<file path="src/hdl/psq_defines.svh">
// Purpose: offsets, field positions, reset values and timing counts
// Assumes: 40 MHz clock, APB with byte addresses
// Notes: included by bare name
`ifndef PSQ_DEFINES_SVH
`define PSQ_DEFINES_SVH

// ******************************
// timing
// ******************************
`define PSQ_CLK_KHZ 40000
`define PSQ_SCAN_UNIT_US 1000
`define PSQ_SCAN_UNIT_CYC ((`PSQ_SCAN_UNIT_US * `PSQ_CLK_KHZ) / 1000)

// ******************************
// register offsets
// ******************************
`define PSQ_CTRL_OFS 8'h00
`define PSQ_SCAN_OFS 8'h04
`define PSQ_THRESH_OFS 8'h08
`define PSQ_STATUS_OFS 8'h0c
`define PSQ_IRQ_STAT_OFS 8'h10
`define PSQ_IRQ_MASK_OFS 8'h14
`define PSQ_OFFSET_OFS 8'h18

// ******************************
// fields
// ******************************
`define PSQ_CTRL_SENSE 0
`define PSQ_CTRL_GUARD 1
`define PSQ_CTRL_BOOST 2
`define PSQ_CTRL_HIMM 3
`define PSQ_CTRL_FREQ 4
`define PSQ_CTRL_GAIN 8
`define PSQ_CTRL_CALREQ 16
`define PSQ_STAT_NEAR 16
`define PSQ_STAT_PEND 17
`define PSQ_STAT_BUSY 18
`define PSQ_IRQ_DONE 0
`define PSQ_IRQ_CAL 1
`define PSQ_IRQ_NEAR 2
`define PSQ_IRQ_W 3
`define PSQ_CAL_SRC_N 5
`define PSQ_CODE_W 12
`define PSQ_SCAN_W 16

// ******************************
// reset values
// ******************************
`define PSQ_THRESH_RST 12'h800
`define PSQ_GAIN_RST 4'h0
`define PSQ_FREQ_RST 2'h0

`endif

</file>
<file path="src/hdl/psq_pkg.sv">
// Purpose: shared types of the proximity sequencer
// Assumes: nothing
// Notes: constants live in psq_defines.svh
package psq_pkg;
   typedef enum logic [2:0] {
      PSQ_IDLE,
      PSQ_GRANT_WAIT,
      PSQ_START,
      PSQ_CONVERT,
      PSQ_UPDATE
   } psq_state_t;
endpackage

</file>
<file path="src/hdl/psq_cal_pending.sv">
// Purpose: offset calibration pending flag with several request sources
// Assumes: clr is a one-cycle pulse at calibration completion
// Notes: a request in the clearing cycle keeps the flag set
`timescale 1ns/1ps
`include "psq_defines.svh"
module psq_cal_pending #(
   parameter int N_SRC = `PSQ_CAL_SRC_N
) (
   input wire logic clk,
   input wire logic rstn,
   input wire logic ce,
   input wire logic [N_SRC-1:0] req,
   input wire logic clr,
   output logic pending
);
   typedef struct packed {
      logic pend;
   } psq_cal_st_t;
   psq_cal_st_t r_reg, r_next;

   generate
      if (N_SRC < 1) begin : g_bad
         $error("psq_cal_pending: N_SRC must be positive");
      end
   endgenerate

   always_comb begin
      r_next = r_reg;
      if (ce) begin
         // any source sets, only completion clears, set wins
         r_next.pend = (r_reg.pend & ~clr) | (|req);
      end
   end

   always_ff @(posedge clk) begin
      if (!rstn) begin
         r_reg <= '0;
      end else begin
         r_reg <= r_next;
      end
   end

   assign pending = r_reg.pend;
endmodule

</file>
<file path="src/hdl/psq_scan_timer.sv">
// Purpose: periodic wake pulse every scan_interval units
// Assumes: scan_interval of zero stops the timer
// Notes: restarts its count whenever the interval is zero
`timescale 1ns/1ps
`include "psq_defines.svh"
module psq_scan_timer #(
   parameter int UNIT_CYC = `PSQ_SCAN_UNIT_CYC,
   parameter int SCAN_W = `PSQ_SCAN_W
) (
   input wire logic clk,
   input wire logic rstn,
   input wire logic ce,
   input wire logic [SCAN_W-1:0] scan_interval,
   output logic wake
);
   localparam int PW = (UNIT_CYC > 1) ? $clog2(UNIT_CYC) : 1;
   typedef struct packed {
      logic [PW-1:0] pre;
      logic [SCAN_W-1:0] cnt;
      logic wake;
   } psq_tmr_st_t;
   psq_tmr_st_t r_reg, r_next;

   generate
      if (UNIT_CYC < 1 || SCAN_W < 1) begin : g_bad
         $error("psq_scan_timer: bad parameters");
      end
   endgenerate

   always_comb begin
      r_next = r_reg;
      if (ce) begin
         r_next.wake = 1'b0;
         if (scan_interval == '0) begin
            // zero interval: no wake pulses, so no new scan starts; a conversion already under way still finishes
            r_next.pre = '0;
            r_next.cnt = '0;
         end else if (r_next.pre == PW'(UNIT_CYC - 1)) begin
            r_next.pre = '0;
            if (r_reg.cnt >= scan_interval - 1'b1) begin
               // one wake per programmed period
               r_next.cnt = '0;
               r_next.wake = 1'b1;
            end else begin
               r_next.cnt = r_reg.cnt + 1'b1;
            end
         end else begin
            r_next.pre = r_reg.pre + 1'b1;
         end
      end
   end

   always_ff @(posedge clk) begin
      if (!rstn) begin
         r_reg <= '0;
      end else begin
         r_reg <= r_next;
      end
   end

   assign wake = r_reg.wake;
endmodule

</file>
<file path="src/hdl/psq_sequencer.sv">
// Purpose: proximity sense sequencer with APB registers
// Assumes: shared converter arbitrated by touch_busy and adc_claim
// Notes: filtering chain is outside; near flag is a plain compare
`timescale 1ns/1ps
`include "psq_defines.svh"
module psq_sequencer #(
   parameter int ADDR_W = 8,
   parameter int SCAN_W = `PSQ_SCAN_W,
   parameter int UNIT_CYC = `PSQ_SCAN_UNIT_CYC
) (
   input wire logic clk,
   input wire logic rstn,
   input wire logic ce,
   input wire logic psel,
   input wire logic penable,
   input wire logic pwrite,
   input wire logic [ADDR_W-1:0] paddr,
   input wire logic [31:0] pwdata,
   output logic [31:0] prdata,
   output logic pready,
   output logic pslverr,
   input wire logic touch_busy,
   output logic adc_claim,
   output logic adc_start,
   input wire logic adc_done,
   input wire logic [`PSQ_CODE_W-1:0] adc_data,
   output logic sense_electrode_select,
   output logic guard_electrode_select,
   output logic guard_drive_en,
   output logic [3:0] gain_setting,
   output logic extra_gain_enable,
   output logic [1:0] excitation_frequency_select,
   output logic noise_immunity_enable,
   output logic [`PSQ_CODE_W-1:0] afe_offset,
   input wire logic cal_req_drift,
   input wire logic cal_req_period,
   input wire logic cal_req_stuck,
   output logic [`PSQ_CODE_W-1:0] raw_code,
   output logic near_far_flag,
   output logic offset_cal_pending,
   output logic irq
);
   localparam int CW = `PSQ_CODE_W;
   localparam int IW = `PSQ_IRQ_W;

   typedef struct packed {
      psq_pkg::psq_state_t state;
      logic cal_phase;
      logic sense;
      logic guard;
      logic boost;
      logic himm;
      logic [1:0] freq;
      logic [3:0] gain;
      logic [SCAN_W-1:0] scan;
      logic [CW-1:0] thresh;
      logic [CW-1:0] raw;
      logic [CW-1:0] offset;
      logic near;
      logic [IW-1:0] irq_stat;
      logic [IW-1:0] irq_mask;
      logic [31:0] prdata;
      logic rd_ok;
      logic cal_host;
      logic cal_boot;
      logic cal_clr;
   } psq_main_st_t;

   psq_main_st_t r_reg, r_next;
   logic wake;
   logic acc;

   generate
      if (ADDR_W < 8 || SCAN_W < 1 || SCAN_W > 32) begin : g_bad
         $error("psq_sequencer: bad parameters");
      end
   endgenerate

   // ******************************
   // helpers
   // ******************************
   function automatic logic addr_ok(input logic [ADDR_W-1:0] a);
      // upper bits must be zero; a shift keeps an 8-bit address legal
      case (a[7:0])
         `PSQ_CTRL_OFS, `PSQ_SCAN_OFS, `PSQ_THRESH_OFS, `PSQ_STATUS_OFS,
         `PSQ_IRQ_STAT_OFS, `PSQ_IRQ_MASK_OFS, `PSQ_OFFSET_OFS: addr_ok = ((a >> 8) == '0);
         default: addr_ok = 1'b0;
      endcase
   endfunction

   function automatic logic [31:0] rd_word(input logic [ADDR_W-1:0] a, input psq_main_st_t s,
                                           input logic pend);
      logic [31:0] w;
      w = 32'h0000_0000;
      if (addr_ok(a)) begin
         case (a[7:0])
            `PSQ_CTRL_OFS: begin
               w[`PSQ_CTRL_SENSE] = s.sense;
               w[`PSQ_CTRL_GUARD] = s.guard;
               w[`PSQ_CTRL_BOOST] = s.boost;
               w[`PSQ_CTRL_HIMM] = s.himm;
               w[`PSQ_CTRL_FREQ +: 2] = s.freq;
               w[`PSQ_CTRL_GAIN +: 4] = s.gain;
            end
            `PSQ_SCAN_OFS: w[SCAN_W-1:0] = s.scan;
            `PSQ_THRESH_OFS: w[CW-1:0] = s.thresh;
            `PSQ_STATUS_OFS: begin
               w[CW-1:0] = s.raw;
               w[`PSQ_STAT_NEAR] = s.near;
               w[`PSQ_STAT_PEND] = pend;
               w[`PSQ_STAT_BUSY] = (s.state != psq_pkg::PSQ_IDLE);
            end
            `PSQ_IRQ_STAT_OFS: w[IW-1:0] = s.irq_stat;
            `PSQ_IRQ_MASK_OFS: w[IW-1:0] = s.irq_mask;
            `PSQ_OFFSET_OFS: w[CW-1:0] = s.offset;
            default: w = 32'h0000_0000;
         endcase
      end
      rd_word = w;
   endfunction

   // ******************************
   // submodules
   // ******************************
   psq_scan_timer #(.UNIT_CYC(UNIT_CYC), .SCAN_W(SCAN_W)) u_timer (
      .clk(clk),
      .rstn(rstn),
      .ce(ce),
      .scan_interval(r_reg.scan),
      .wake(wake)
   );

   // sources: host, start-up, drift, periodic, stuck
   psq_cal_pending #(.N_SRC(`PSQ_CAL_SRC_N)) u_cal (
      .clk(clk),
      .rstn(rstn),
      .ce(ce),
      .req({cal_req_stuck, cal_req_period, cal_req_drift, r_reg.cal_boot, r_reg.cal_host}),
      .clr(r_reg.cal_clr),
      .pending(offset_cal_pending)
   );

   // ******************************
   // bus and sequencer
   // ******************************
   // read data is sampled in the setup cycle so it comes from a flop;
   // costs no wait state but reflects state one cycle early
   assign pready = psel & penable & r_reg.rd_ok & ce;
   assign acc = pready;
   assign pslverr = acc & ~addr_ok(paddr);

   always_comb begin
      logic [IW-1:0] ev;
      logic [IW-1:0] clr;
      ev = '0;
      clr = '0;
      r_next = r_reg;
      if (ce) begin
         // pulses drop only on an enabled cycle, so a frozen cycle loses none
         r_next.cal_host = 1'b0;
         r_next.cal_boot = 1'b0;
         r_next.cal_clr = 1'b0;
         if (psel && !r_reg.rd_ok) begin
            r_next.prdata = rd_word(paddr, r_reg, offset_cal_pending);
            r_next.rd_ok = 1'b1;
         end else if (acc) begin
            r_next.rd_ok = 1'b0;
         end
         if (!psel) begin
            r_next.rd_ok = 1'b0;
         end
         if (acc && pwrite && addr_ok(paddr)) begin
            case (paddr[7:0])
               `PSQ_CTRL_OFS: begin
                  r_next.sense = pwdata[`PSQ_CTRL_SENSE];
                  r_next.guard = pwdata[`PSQ_CTRL_GUARD];
                  r_next.boost = pwdata[`PSQ_CTRL_BOOST];
                  r_next.himm = pwdata[`PSQ_CTRL_HIMM];
                  r_next.freq = pwdata[`PSQ_CTRL_FREQ +: 2];
                  r_next.gain = pwdata[`PSQ_CTRL_GAIN +: 4];
                  r_next.cal_host = pwdata[`PSQ_CTRL_CALREQ];
               end
               `PSQ_SCAN_OFS: begin
                  r_next.scan = pwdata[SCAN_W-1:0];
                  // turning scanning on asks for a calibration
                  r_next.cal_boot = (r_reg.scan == '0) && (pwdata[SCAN_W-1:0] != '0);
               end
               `PSQ_THRESH_OFS: r_next.thresh = pwdata[CW-1:0];
               `PSQ_IRQ_STAT_OFS: clr = pwdata[IW-1:0];
               `PSQ_IRQ_MASK_OFS: r_next.irq_mask = pwdata[IW-1:0];
               default: ;
            endcase
         end
         case (r_reg.state)
            psq_pkg::PSQ_IDLE: begin
               // the sequencer alone launches front-end work
               if (wake && r_reg.scan != '0) begin
                  r_next.cal_phase = offset_cal_pending;
                  r_next.state = psq_pkg::PSQ_GRANT_WAIT;
               end
            end
            psq_pkg::PSQ_GRANT_WAIT: begin
               if (r_reg.scan == '0) begin
                  r_next.state = psq_pkg::PSQ_IDLE;
               end else if (!touch_busy) begin
                  // only take the converter once touch has let go
                  r_next.state = psq_pkg::PSQ_START;
                  if (r_reg.cal_phase) begin
                     r_next.offset = '0; // measure environment unbiased
                  end
               end
            end
            psq_pkg::PSQ_START: r_next.state = psq_pkg::PSQ_CONVERT;
            psq_pkg::PSQ_CONVERT: begin
               if (adc_done) begin
                  if (r_reg.cal_phase) begin
                     // keep the environment value, then measure
                     r_next.offset = adc_data;
                     r_next.cal_phase = 1'b0;
                     r_next.cal_clr = 1'b1;
                     ev[`PSQ_IRQ_CAL] = 1'b1;
                     r_next.state = psq_pkg::PSQ_START;
                  end else begin
                     r_next.raw = adc_data;
                     r_next.state = psq_pkg::PSQ_UPDATE;
                  end
               end
            end
            psq_pkg::PSQ_UPDATE: begin
               r_next.near = (r_reg.raw > r_reg.thresh);
               ev[`PSQ_IRQ_NEAR] = r_next.near ^ r_reg.near;
               ev[`PSQ_IRQ_DONE] = 1'b1;
               r_next.state = psq_pkg::PSQ_IDLE;
            end
            default: r_next.state = psq_pkg::PSQ_IDLE;
         endcase
         // events win over a simultaneous clear
         r_next.irq_stat = (r_reg.irq_stat & ~clr) | ev;
      end
   end

   always_ff @(posedge clk) begin
      if (!rstn) begin
         r_reg <= '0;
         r_reg.state <= psq_pkg::PSQ_IDLE;
         r_reg.thresh <= `PSQ_THRESH_RST;
         r_reg.gain <= `PSQ_GAIN_RST;
         r_reg.freq <= `PSQ_FREQ_RST;
      end else begin
         r_reg <= r_next;
      end
   end

   // ******************************
   // outputs
   // ******************************
   assign prdata = r_reg.prdata;
   assign adc_claim = (r_reg.state == psq_pkg::PSQ_START) || (r_reg.state == psq_pkg::PSQ_CONVERT)
                      || (r_reg.state == psq_pkg::PSQ_UPDATE);
   assign adc_start = (r_reg.state == psq_pkg::PSQ_START);
   assign sense_electrode_select = r_reg.sense;
   assign guard_electrode_select = r_reg.guard;
   assign guard_drive_en = adc_claim;
   assign gain_setting = r_reg.gain;
   assign extra_gain_enable = r_reg.boost;
   assign excitation_frequency_select = r_reg.freq;
   assign noise_immunity_enable = r_reg.himm;
   assign afe_offset = r_reg.offset;
   assign raw_code = r_reg.raw;
   assign near_far_flag = r_reg.near;
   assign irq = |(r_reg.irq_stat & r_reg.irq_mask);

   // ******************************
   // assertions
   // ******************************
   logic scan_on_wr;
   assign scan_on_wr = acc && pwrite && (paddr[7:0] == `PSQ_SCAN_OFS) && addr_ok(paddr)
                       && (r_reg.scan == '0) && (pwdata[SCAN_W-1:0] != '0);

   a_busy_no_start: assert property (@(posedge clk) disable iff (!rstn)
      (r_reg.state == psq_pkg::PSQ_GRANT_WAIT && touch_busy) |=> !adc_start)
      else $error("converter started while touch busy");
   a_conv_exclusive: assert property (@(posedge clk) disable iff (!rstn)
      $rose(adc_claim) |-> $past(!touch_busy))
      else $error("converter claimed while touch held it");
   a_start_single: assert property (@(posedge clk) disable iff (!rstn)
      (adc_start && ce) |=> !adc_start ##0 (r_reg.state == psq_pkg::PSQ_CONVERT))
      else $error("start pulse not single");
   a_guard_driven: assert property (@(posedge clk) disable iff (!rstn)
      adc_start |-> guard_drive_en ##1 guard_drive_en)
      else $error("shield not driven during conversion");
   a_zero_idle: assert property (@(posedge clk) disable iff (!rstn)
      (r_reg.scan == '0 && r_reg.state == psq_pkg::PSQ_IDLE) |=> !adc_claim)
      else $error("activity with zero interval");
   a_cal_first: assert property (@(posedge clk) disable iff (!rstn)
      (ce && wake && r_reg.state == psq_pkg::PSQ_IDLE && r_reg.scan != '0 && offset_cal_pending)
      |=> r_reg.cal_phase)
      else $error("pending calibration skipped");
   a_pend_hold: assert property (@(posedge clk) disable iff (!rstn)
      (offset_cal_pending && !r_reg.cal_clr) |=> offset_cal_pending)
      else $error("pending flag dropped early");
   a_startup_req: assert property (@(posedge clk) disable iff (!rstn)
      scan_on_wr |=> ##1 offset_cal_pending)
      else $error("enabling did not request calibration");
   a_offset_store: assert property (@(posedge clk) disable iff (!rstn)
      (ce && r_reg.state == psq_pkg::PSQ_CONVERT && adc_done && r_reg.cal_phase)
      |=> afe_offset == $past(adc_data))
      else $error("environment offset not stored");
   a_raw_capture: assert property (@(posedge clk) disable iff (!rstn)
      (ce && r_reg.state == psq_pkg::PSQ_CONVERT && adc_done && !r_reg.cal_phase)
      |=> raw_code == $past(adc_data))
      else $error("raw code not captured");
   a_near_update: assert property (@(posedge clk) disable iff (!rstn)
      (ce && r_reg.state == psq_pkg::PSQ_UPDATE) |=> near_far_flag == (raw_code > r_reg.thresh))
      else $error("near flag wrong");

   c_cal_then_meas: cover property (@(posedge clk) disable iff (!rstn)
      r_reg.cal_clr ##[1:100] (r_reg.state == psq_pkg::PSQ_UPDATE));
   c_touch_wait: cover property (@(posedge clk) disable iff (!rstn)
      (r_reg.state == psq_pkg::PSQ_GRANT_WAIT && touch_busy) ##1 adc_start);
   c_near_rise: cover property (@(posedge clk) disable iff (!rstn) $rose(near_far_flag));
endmodule
</file>
<file path="config.mk">
export PLATFORM = sky130hd
export DESIGN_NAME = psq_sequencer
export DESIGN_NICKNAME = d
export VERILOG_FILES = /design/src/hdl/psq_pkg.sv /design/src/hdl/psq_cal_pending.sv /design/src/hdl/psq_scan_timer.sv /design/src/hdl/psq_sequencer.sv
export VERILOG_INCLUDE_DIRS = /design/src /design/src/hdl
export SDC_FILE = /design/constraint.sdc
export NUM_CORES = 1
export LEC_CHECK = 0
export BUFFER_PORTS_ARGS = -buffer_cell sky130_fd_sc_hd__buf_2
export CORE_MARGIN = 2
export CORE_UTILIZATION = 55
export CTS_CLUSTER_SIZE = 12
export DETAILED_ROUTE_END_ITERATION = 7
export PLACE_DENSITY = 0.79
export SYNTH_ARGS = -nofsm -noshare
export SYNTH_HDL_FRONTEND = slang
export SYNTH_SLANG_ARGS = --single-unit
</file>
<file path="constraint.sdc">
create_clock -name clk -period 5.6 [get_ports clk]
set_clock_uncertainty 0.2 [all_clocks]
set_input_delay 0 -clock clk [delete_from_list [all_inputs] [get_ports clk]]
set_output_delay 0 -clock clk [all_outputs]
set_load 0.01 [all_outputs]
</file>
==> flow_metrics.env, run 1 <==
export IMPL_outcome="finished, final reports clean"
export IMPL_power_mw=2.07
export IMPL_switching_share=0.236
export IMPL_yosysTopAreaCell="dfxtp_1"
export IMPL_rsz0062_at_grt="no"
export IMPL_worst_slack_ps=901
export IMPL_ios=137
export IMPL_finalMaxSlewViolations=0
export IMPL_antenna_cells=0
export IMPL_worstSetupPathType="flop to flop"
export IMPL_place_ws_ps=977
export IMPL_crit_path_end="u_timer.r_reg[7]$_SDFFE_PN0P_"
export IMPL_cp_end_kind="flop"
export IMPL_ctsResizeCount=0
export IMPL_grt_pass1_vias=5928
export IMPL_slowest_delay_ps=780
export IMPL_synth_area_um2=7210
export IMPL_vias_per_cell=5.83
export IMPL_ys_warn_count=0
export IMPL_final_common_cell="dfxtp_1"
export IMPL_die_x_um=119
export IMPL_clock_sinks=130
export IMPL_antenna_found_initial=0
export IMPL_h_tree_depth=4
export IMPL_die_h_um=119
export IMPL_nFillCells=1036
export IMPL_portBuffers=108
export IMPL_pwr_share_seq=0.451
export IMPL_path_common_cell="a21o_1"
export IMPL_avgSynthCellArea_um2=8.76
export IMPL_worstMarginPinSlew_ps=1190
export IMPL_critPathSlowestCell="a2111oi_4"
export IMPL_gp_congestion=0.892
export IMPL_cts_tree="yes"
export IMPL_dieArea_um2=14000
export IMPL_grt_max_degree=81
export IMPL_worst_path_stages=12
export IMPL_hold_slack_ps=109
export IMPL_fin_crit_ps=4700
export IMPL_coreArea_um2=12700
export IMPL_drcViolationCount=0
export IMPL_start_kind="flop"
export IMPL_initial_core_util=0.567
export IMPL_reg2regPathDepth=12
export IMPL_drive_gt1_frac=0.177
export IMPL_nets=1007
export IMPL_worst_r2r_startpoint="r_reg[82]$_SDFFE_PN0P_"
export IMPL_tns_ps=0
export IMPL_worst_path_max_fanout=13
export IMPL_async_flop_share=0
export IMPL_holdCritPathClass="primary input to flop"
export IMPL_ir_worst_vdd_mv=0.168
export IMPL_ys_top_cells_by_area="dfxtp_1 (36%), mux2i_1 (7.4%), buf_4 (6.6%)"
export IMPL_ys_ff_latch=130
export IMPL_final_antenna_net_count=0
export IMPL_wirelength_um=18700
export IMPL_dr_total_vias=6379
export IMPL_combPwrFrac=0.054
export IMPL_cts_buffers=17
export IMPL_hold_depth=5
export IMPL_p_per_area_nw_per_um2=245
export IMPL_track_usage=0.271
export IMPL_final_cell_mix="dfxtp_1 (130), buf_2 (108), nor2_1 (95)"
export IMPL_drv_cap=0
export IMPL_p_int_mw=1.58
export IMPL_switchingPower_mw=0.488
export IMPL_yosys_most_used_dff="dfxtp_1"
export IMPL_first_pass_iters=6
export IMPL_slew_limit_headroom=0.204
export IMPL_largest_reg_flops=42
export IMPL_synth_edf_count=0
export IMPL_hold_viol=0
export IMPL_cts_max_path_buffers=2
export IMPL_cts_root_buf="clkbuf_16"
export IMPL_regToRegSetupSlack_ps=900
export IMPL_path_buf_inv=0
export IMPL_clkTransAtPathRegs_ps=50
export IMPL_wl_per_cell_um=17.1
export IMPL_p_clk_frac=0.495
export IMPL_finalSetupViolations=0
export IMPL_syn2layout_area_growth_pct=16.7
export IMPL_crit_required_ps=5730
export IMPL_synth_top_area_share=0.361
export IMPL_yosys_cell_types_count=63
export IMPL_critPathLaunch="r_reg[82]$_SDFFE_PN0P_"
export IMPL_drt_iter0_drc=671
export IMPL_multiInputGateArea_um2=3940
export IMPL_grt_pass1_wl_um=30800
export IMPL_synth_cells=823
export IMPL_regArea_um2=2600
export IMPL_path_cells="or4_1 > nor3_1 > nand3_1 > nor2_1 > xnor2_1 > ha_1 > a21o_1 > a21o_1 > a221o_1 > a2111oi_4 > nand2_4 > o31ai_1"
export IMPL_fmax_ghz=0.213
export IMPL_grt_overflow_total=0
export IMPL_r2r_end="u_timer.r_reg[7]$_SDFFE_PN0P_"
export IMPL_insertion_delay_ps=430
export IMPL_arrival_ps=4830
export IMPL_row_count=41
export IMPL_stdcell_area_um2=8420
export IMPL_dp_hpwl_um=12700
export IMPL_ys_seq_area_frac=0.361
export IMPL_crit_family="simple AND/OR/NAND/NOR gates"
export IMPL_fin_crit_sh=0.839
export IMPL_cellLeakagePower_nw=3.67
export IMPL_placed_cell_area_um2=7420
## Yosys cell counts (21+ instances only)
cell      number
a21oi_1       29
a22oi_1       21
buf_4         63
clkbuf_1      27
dfxtp_1      130
ha_1          32
inv_1         24
mux2i_1       53
nand2_1       65
nand3_1       29
nor2_1        95
o21ai_0       29
## power by group through the flow
stage / Sequential, mW / Combinational, mW / Clock (mW)
after global placement: 0.951 / 0.0856 / 0
after CTS: 0.931 / 0.109 / 1.03
after floorplan: 0.951 / 0.0547 / 0
after detailed placement: 0.951 / 0.0857 / 0
final: 0.931 / 0.112 / 1.02
after global routing: 0.931 / 0.120 / 1.07
## metrics by stage
| step | instances | utilization |
|---|---|---|
| floorplan | 835 | - |
| global placement | 1020 | 0.583 |
| detailed placement | 1020 | 0.583 |
| CTS | 1095 | 0.661 |
| global route | 1095 | 0.661 |
| finish | 1095 | 0.661 |
## layer usage
| metal | share of wire | vias up | track usage | wire (um) |
|---|---|---|---|---|
| li1 | - | 3069 | - | - |
| met1 | 0.44 | 3002 | 0.372 | 8220 |
| met2 | 0.47 | 274 | 0.429 | 8770 |
| met3 | 0.072 | 34 | 0.0531 | 1350 |
| met4 | 0.020 | 0 | 0.0848 | 376 |
| met5 | 0 | - | 0 | 0 |
## how the worst min path moves through the flow
stage,startpoint,to,slack [ps]
after floorplan,adc_data[0],afe_offset[0]$_SDFFE_PN0P_,-70
after global placement,adc_data[3],afe_offset[3]$_SDFFE_PN0P_,30
after detailed placement,adc_data[9],afe_offset[9]$_SDFFE_PN0P_,30
after CTS,paddr[7],prdata[7]$_SDFFE_PN0P_,80
after global routing,adc_data[9],afe_offset[9]$_SDFFE_PN0P_,160
final,paddr[7],prdata[3]$_SDFFE_PN0P_,110
## area by class of cell
cell class | count | area share
multi-input combinational | 581 | 0.468
sequential | 130 | 0.309
timing repair buffer | 157 | 0.121
clock buffer | 18 | 0.0510
tap | 172 | 0.0256
clock inverter | 12 | 0.0134
inverter | 25 | 0.0112
## timing repair
| action | CTS | global route |
|---|---|---|
| setup buffers | 0 | 0 |
| hold buffers | 45 | 0 |
| endpoints found under the hold margin | 110 | 0 |
## cell families (layout without fill, tap and decap cells)
kind of cell | after synthesis | in the layout | synth area share
AND/OR/NAND/NOR | 295 | 295 | 0.201
AO/OA/AOI/OAI | 152 | 152 | 0.153
flip-flops | 130 | 130 | 0.361
buffers and inverters | 124 | 212 | 0.0989
multiplexers | 61 | 61 | 0.0970
adder cells (fa/ha/maj) | 32 | 32 | 0.0555
XOR/XNOR | 28 | 28 | 0.0340
other | 1 | 13 | 0.000520
## worst register-to-register path: cells and delay by family, from the launching register on
kind | cells | cell delay (ps)
AOI/OAI and AO/OA | 5 | 1830
and+or+nand+nor | 5 | 1830
DFF | 1 | 370
adders and majority gates | 1 | 260
xor gates and xnor gates | 1 | 140
Power figures use the tool's default switching activity.
==> run 2, diff against run 1 <==
- ABC_AREA: default -> 1
- clock period: 5.6 -> 4.4 ns (I/O delays scaled with it)
==> run 2 against run 1 <==
Effect of this change: first-iteration DRC count is 3.9% lower; clock power is 41% higher; critical path type is now primary input to flop; global-route usage is 1.5 points higher; final cell count is 28% higher; die area is 6.3% higher; utilization is 0.75 points lower; highest routed layer unchanged; non-clock buffer count is 12 higher; sequential power is 28% higher; power is 34% higher; register-to-register slack better by 510 ps; wire length is 10% higher; worst hold slack worse by 95 ps.
==> flow_metrics.env, run 2 <==
export IMPL_dr_total_vias=7576
export IMPL_crit_required_ps=4550
export IMPL_hold_viol=0
export IMPL_combPwrFrac=0.052
export IMPL_rsz0062_at_grt="no"
export IMPL_post_cts_buffers=0
export IMPL_ys_ff_latch=130
export IMPL_clock_sinks=130
export IMPL_cts_buffers=17
export IMPL_cts_tree="yes"
export IMPL_cts_root_buf="clkbuf_16"
export IMPL_switchingPower_mw=0.650
export IMPL_wl_per_cell_um=14.8
export IMPL_clkTransAtPathRegs_ps=60
export IMPL_fin_crit_sh=0.706
export IMPL_worstSetupPathType="primary input to flop"
export IMPL_pwr_share_seq=0.428
export IMPL_ir_worst_vdd_mv=0.262
export IMPL_tns_ps=0
export IMPL_slew_limit_headroom=0.379
export IMPL_ys_seq_area_frac=0.339
export IMPL_async_flop_share=0
export IMPL_fmax_ghz=0.322
export IMPL_dp_hpwl_um=14100
export IMPL_h_tree_depth=4
export IMPL_final_cell_mix="nand2_1 (253), dfxtp_1 (130), buf_2 (108)"
export IMPL_die_x_um=122
export IMPL_place_ws_ps=1430
export IMPL_worst_slack_ps=1290
export IMPL_fin_crit_ps=3110
export IMPL_start_kind="primary input"
export IMPL_coreArea_um2=13800
export IMPL_cp_end_kind="flop"
export IMPL_first_pass_iters=7
export IMPL_avgSynthCellArea_um2=6.94
export IMPL_syn2layout_area_growth_pct=17.2
export IMPL_grt_overflow_total=0
export IMPL_p_clk_frac=0.520
export IMPL_cts_max_path_buffers=2
export IMPL_holdCritPathClass="primary input to flop"
export IMPL_drt_iter0_drc=645
export IMPL_final_common_cell="nand2_1"
export IMPL_grt_pass1_wl_um=33600
export IMPL_dieArea_um2=14900
export IMPL_outcome="finished, final reports clean"
export IMPL_synth_top_area_share=0.339
export IMPL_antenna_found_initial=0
export IMPL_gp_congestion=0.898
export IMPL_yosysMostFrequentCell="nand2_1"
export IMPL_synth_area_um2=7680
export IMPL_antenna_cells=0
export IMPL_finalMaxSlewViolations=0
export IMPL_synth_common_cells="nand2_1 (253), dfxtp_1 (130), a21oi_1 (105), nor2_1 (104), inv_1 (95)"
export IMPL_grt_pass1_vias=6975
export IMPL_ys_top_cells_by_area="dfxtp_1 (34%), nand2_1 (12%), a21oi_1 (6.8%)"
export IMPL_vias_per_cell=5.41
export IMPL_grt_max_degree=47
export IMPL_synth_edf_count=0
export IMPL_arrival_ps=3250
export IMPL_insertion_delay_ps=430
export IMPL_hold_slack_ps=14.0
export IMPL_drive_gt1_frac=0.170
export IMPL_largest_reg_flops=42
export IMPL_yosys_most_used_dff="dfxtp_1"
export IMPL_finalSetupViolations=0
export IMPL_p_per_area_nw_per_um2=308
export IMPL_ios=137
export IMPL_synth_cells=1107
export IMPL_drv_cap=0
export IMPL_track_usage=0.286
export IMPL_switching_share=0.235
export IMPL_initial_core_util=0.558
export IMPL_ys_warn_count=0
export IMPL_row_count=43
export IMPL_hold_depth=6
export IMPL_wirelength_um=20700
export IMPL_drcViolationCount=0
export IMPL_cellLeakagePower_nw=3.77
export IMPL_yosys_cell_types_count=48
export IMPL_yosysTopAreaCell="dfxtp_1"
export IMPL_final_antenna_net_count=0
export IMPL_portBuffers=108
export IMPL_worstMarginPinSlew_ps=927
export IMPL_worst_path_max_fanout=7
export IMPL_nets=1303
export IMPL_die_h_um=122
export IMPL_p_int_mw=2.12
export IMPL_reg2regPathDepth=16
export IMPL_nFillCells=1195
run 2: final cells by class:
type	instances	area, um2	area share
multi-input cells	782	4030	0.448
flip-flops and latches	130	2600	0.289
repair buffers	169	1140	0.126
clock buffers	21	470	0.0522
inverters	108	412	0.0457
well taps	180	225	0.0250
clock inverters	11	128	0.0142
run 2: worst max-delay path: stages:
cell and delay, ps:
dlygate4sd3_1 540, buf_2 130, nor2_1 130, dlygate4sd3_1 580, nand3_1 120, dlygate4sd3_1 590
nor2_1 350, nand3_1 120, dlygate4sd3_1 570, a21oi_1 130
run 2: per-layer routing:
layer,wire [um],up-vias,global-route usage,share of wire
li1,-,3758,-,-
met1,8680,3438,0.362,0.42
met2,9660,314,0.457,0.47
met3,1470,66,0.0566,0.071
met4,867,0,0.156,0.042
met5,0,-,0,0
run 2: worst paths after layout:
check	start	end	slack (ps)
setup / recovery	paddr[6]	r_reg[38]$_SDFFE_PN0P_	1290
hold / removal	paddr[1]	prdata[16]$_SDFFE_PN0P_	10
setup reg to reg	r_reg[88]$_SDFFE_PN0P_	u_timer.r_reg[4]$_SDFFE_PN0P_	1410
hold reg to reg	prdata[17]$_SDFFE_PN0P_	prdata[17]$_SDFFE_PN0P_	260
run 2: power by group through the flow:
stage / sequential [mW] / clock (mW) / combinational (mW)
floorplan: 1.21 / 0 / 0.0696
global placement: 1.21 / 0 / 0.106
detailed placement: 1.21 / 0 / 0.107
CTS: 1.19 / 1.44 / 0.140
global route: 1.19 / 1.49 / 0.157
finish: 1.19 / 1.44 / 0.145
run 2: logic make-up (layout without fill, tap and decap cells):
logic type / Yosys count / count (layout) / share of synthesized area
adders and majority gates: 32 / 32 / 0.0521
DFF: 130 / 130 / 0.339
AOI/OAI and AO/OA: 182 / 182 / 0.131
xor gates and xnor gates: 20 / 20 / 0.0228
buffers and inverters: 207 / 309 / 0.142
other: 1 / 13 / 0.000488
and+or+nand+nor: 535 / 535 / 0.312
run 2: per-stage QoR:
step                      power, mW  utilization  cell area (um2)  cells
after detailed placement       1.32        0.570             7850   1313
final                          2.77        0.654             9010   1401
after floorplan                1.28            -             7730   1119
after global routing           2.83        0.654             9010   1401
after global placement         1.32        0.570             7850   1313
after CTS                      2.76        0.654             9010   1401
run 2: timing repair:
| action | in CTS | in global routing |
|---|---|---|
| gates resized for setup | 0 | 0 |
| hold endpoints to repair | 96 | 0 |
| hold buffers | 56 | 0 |
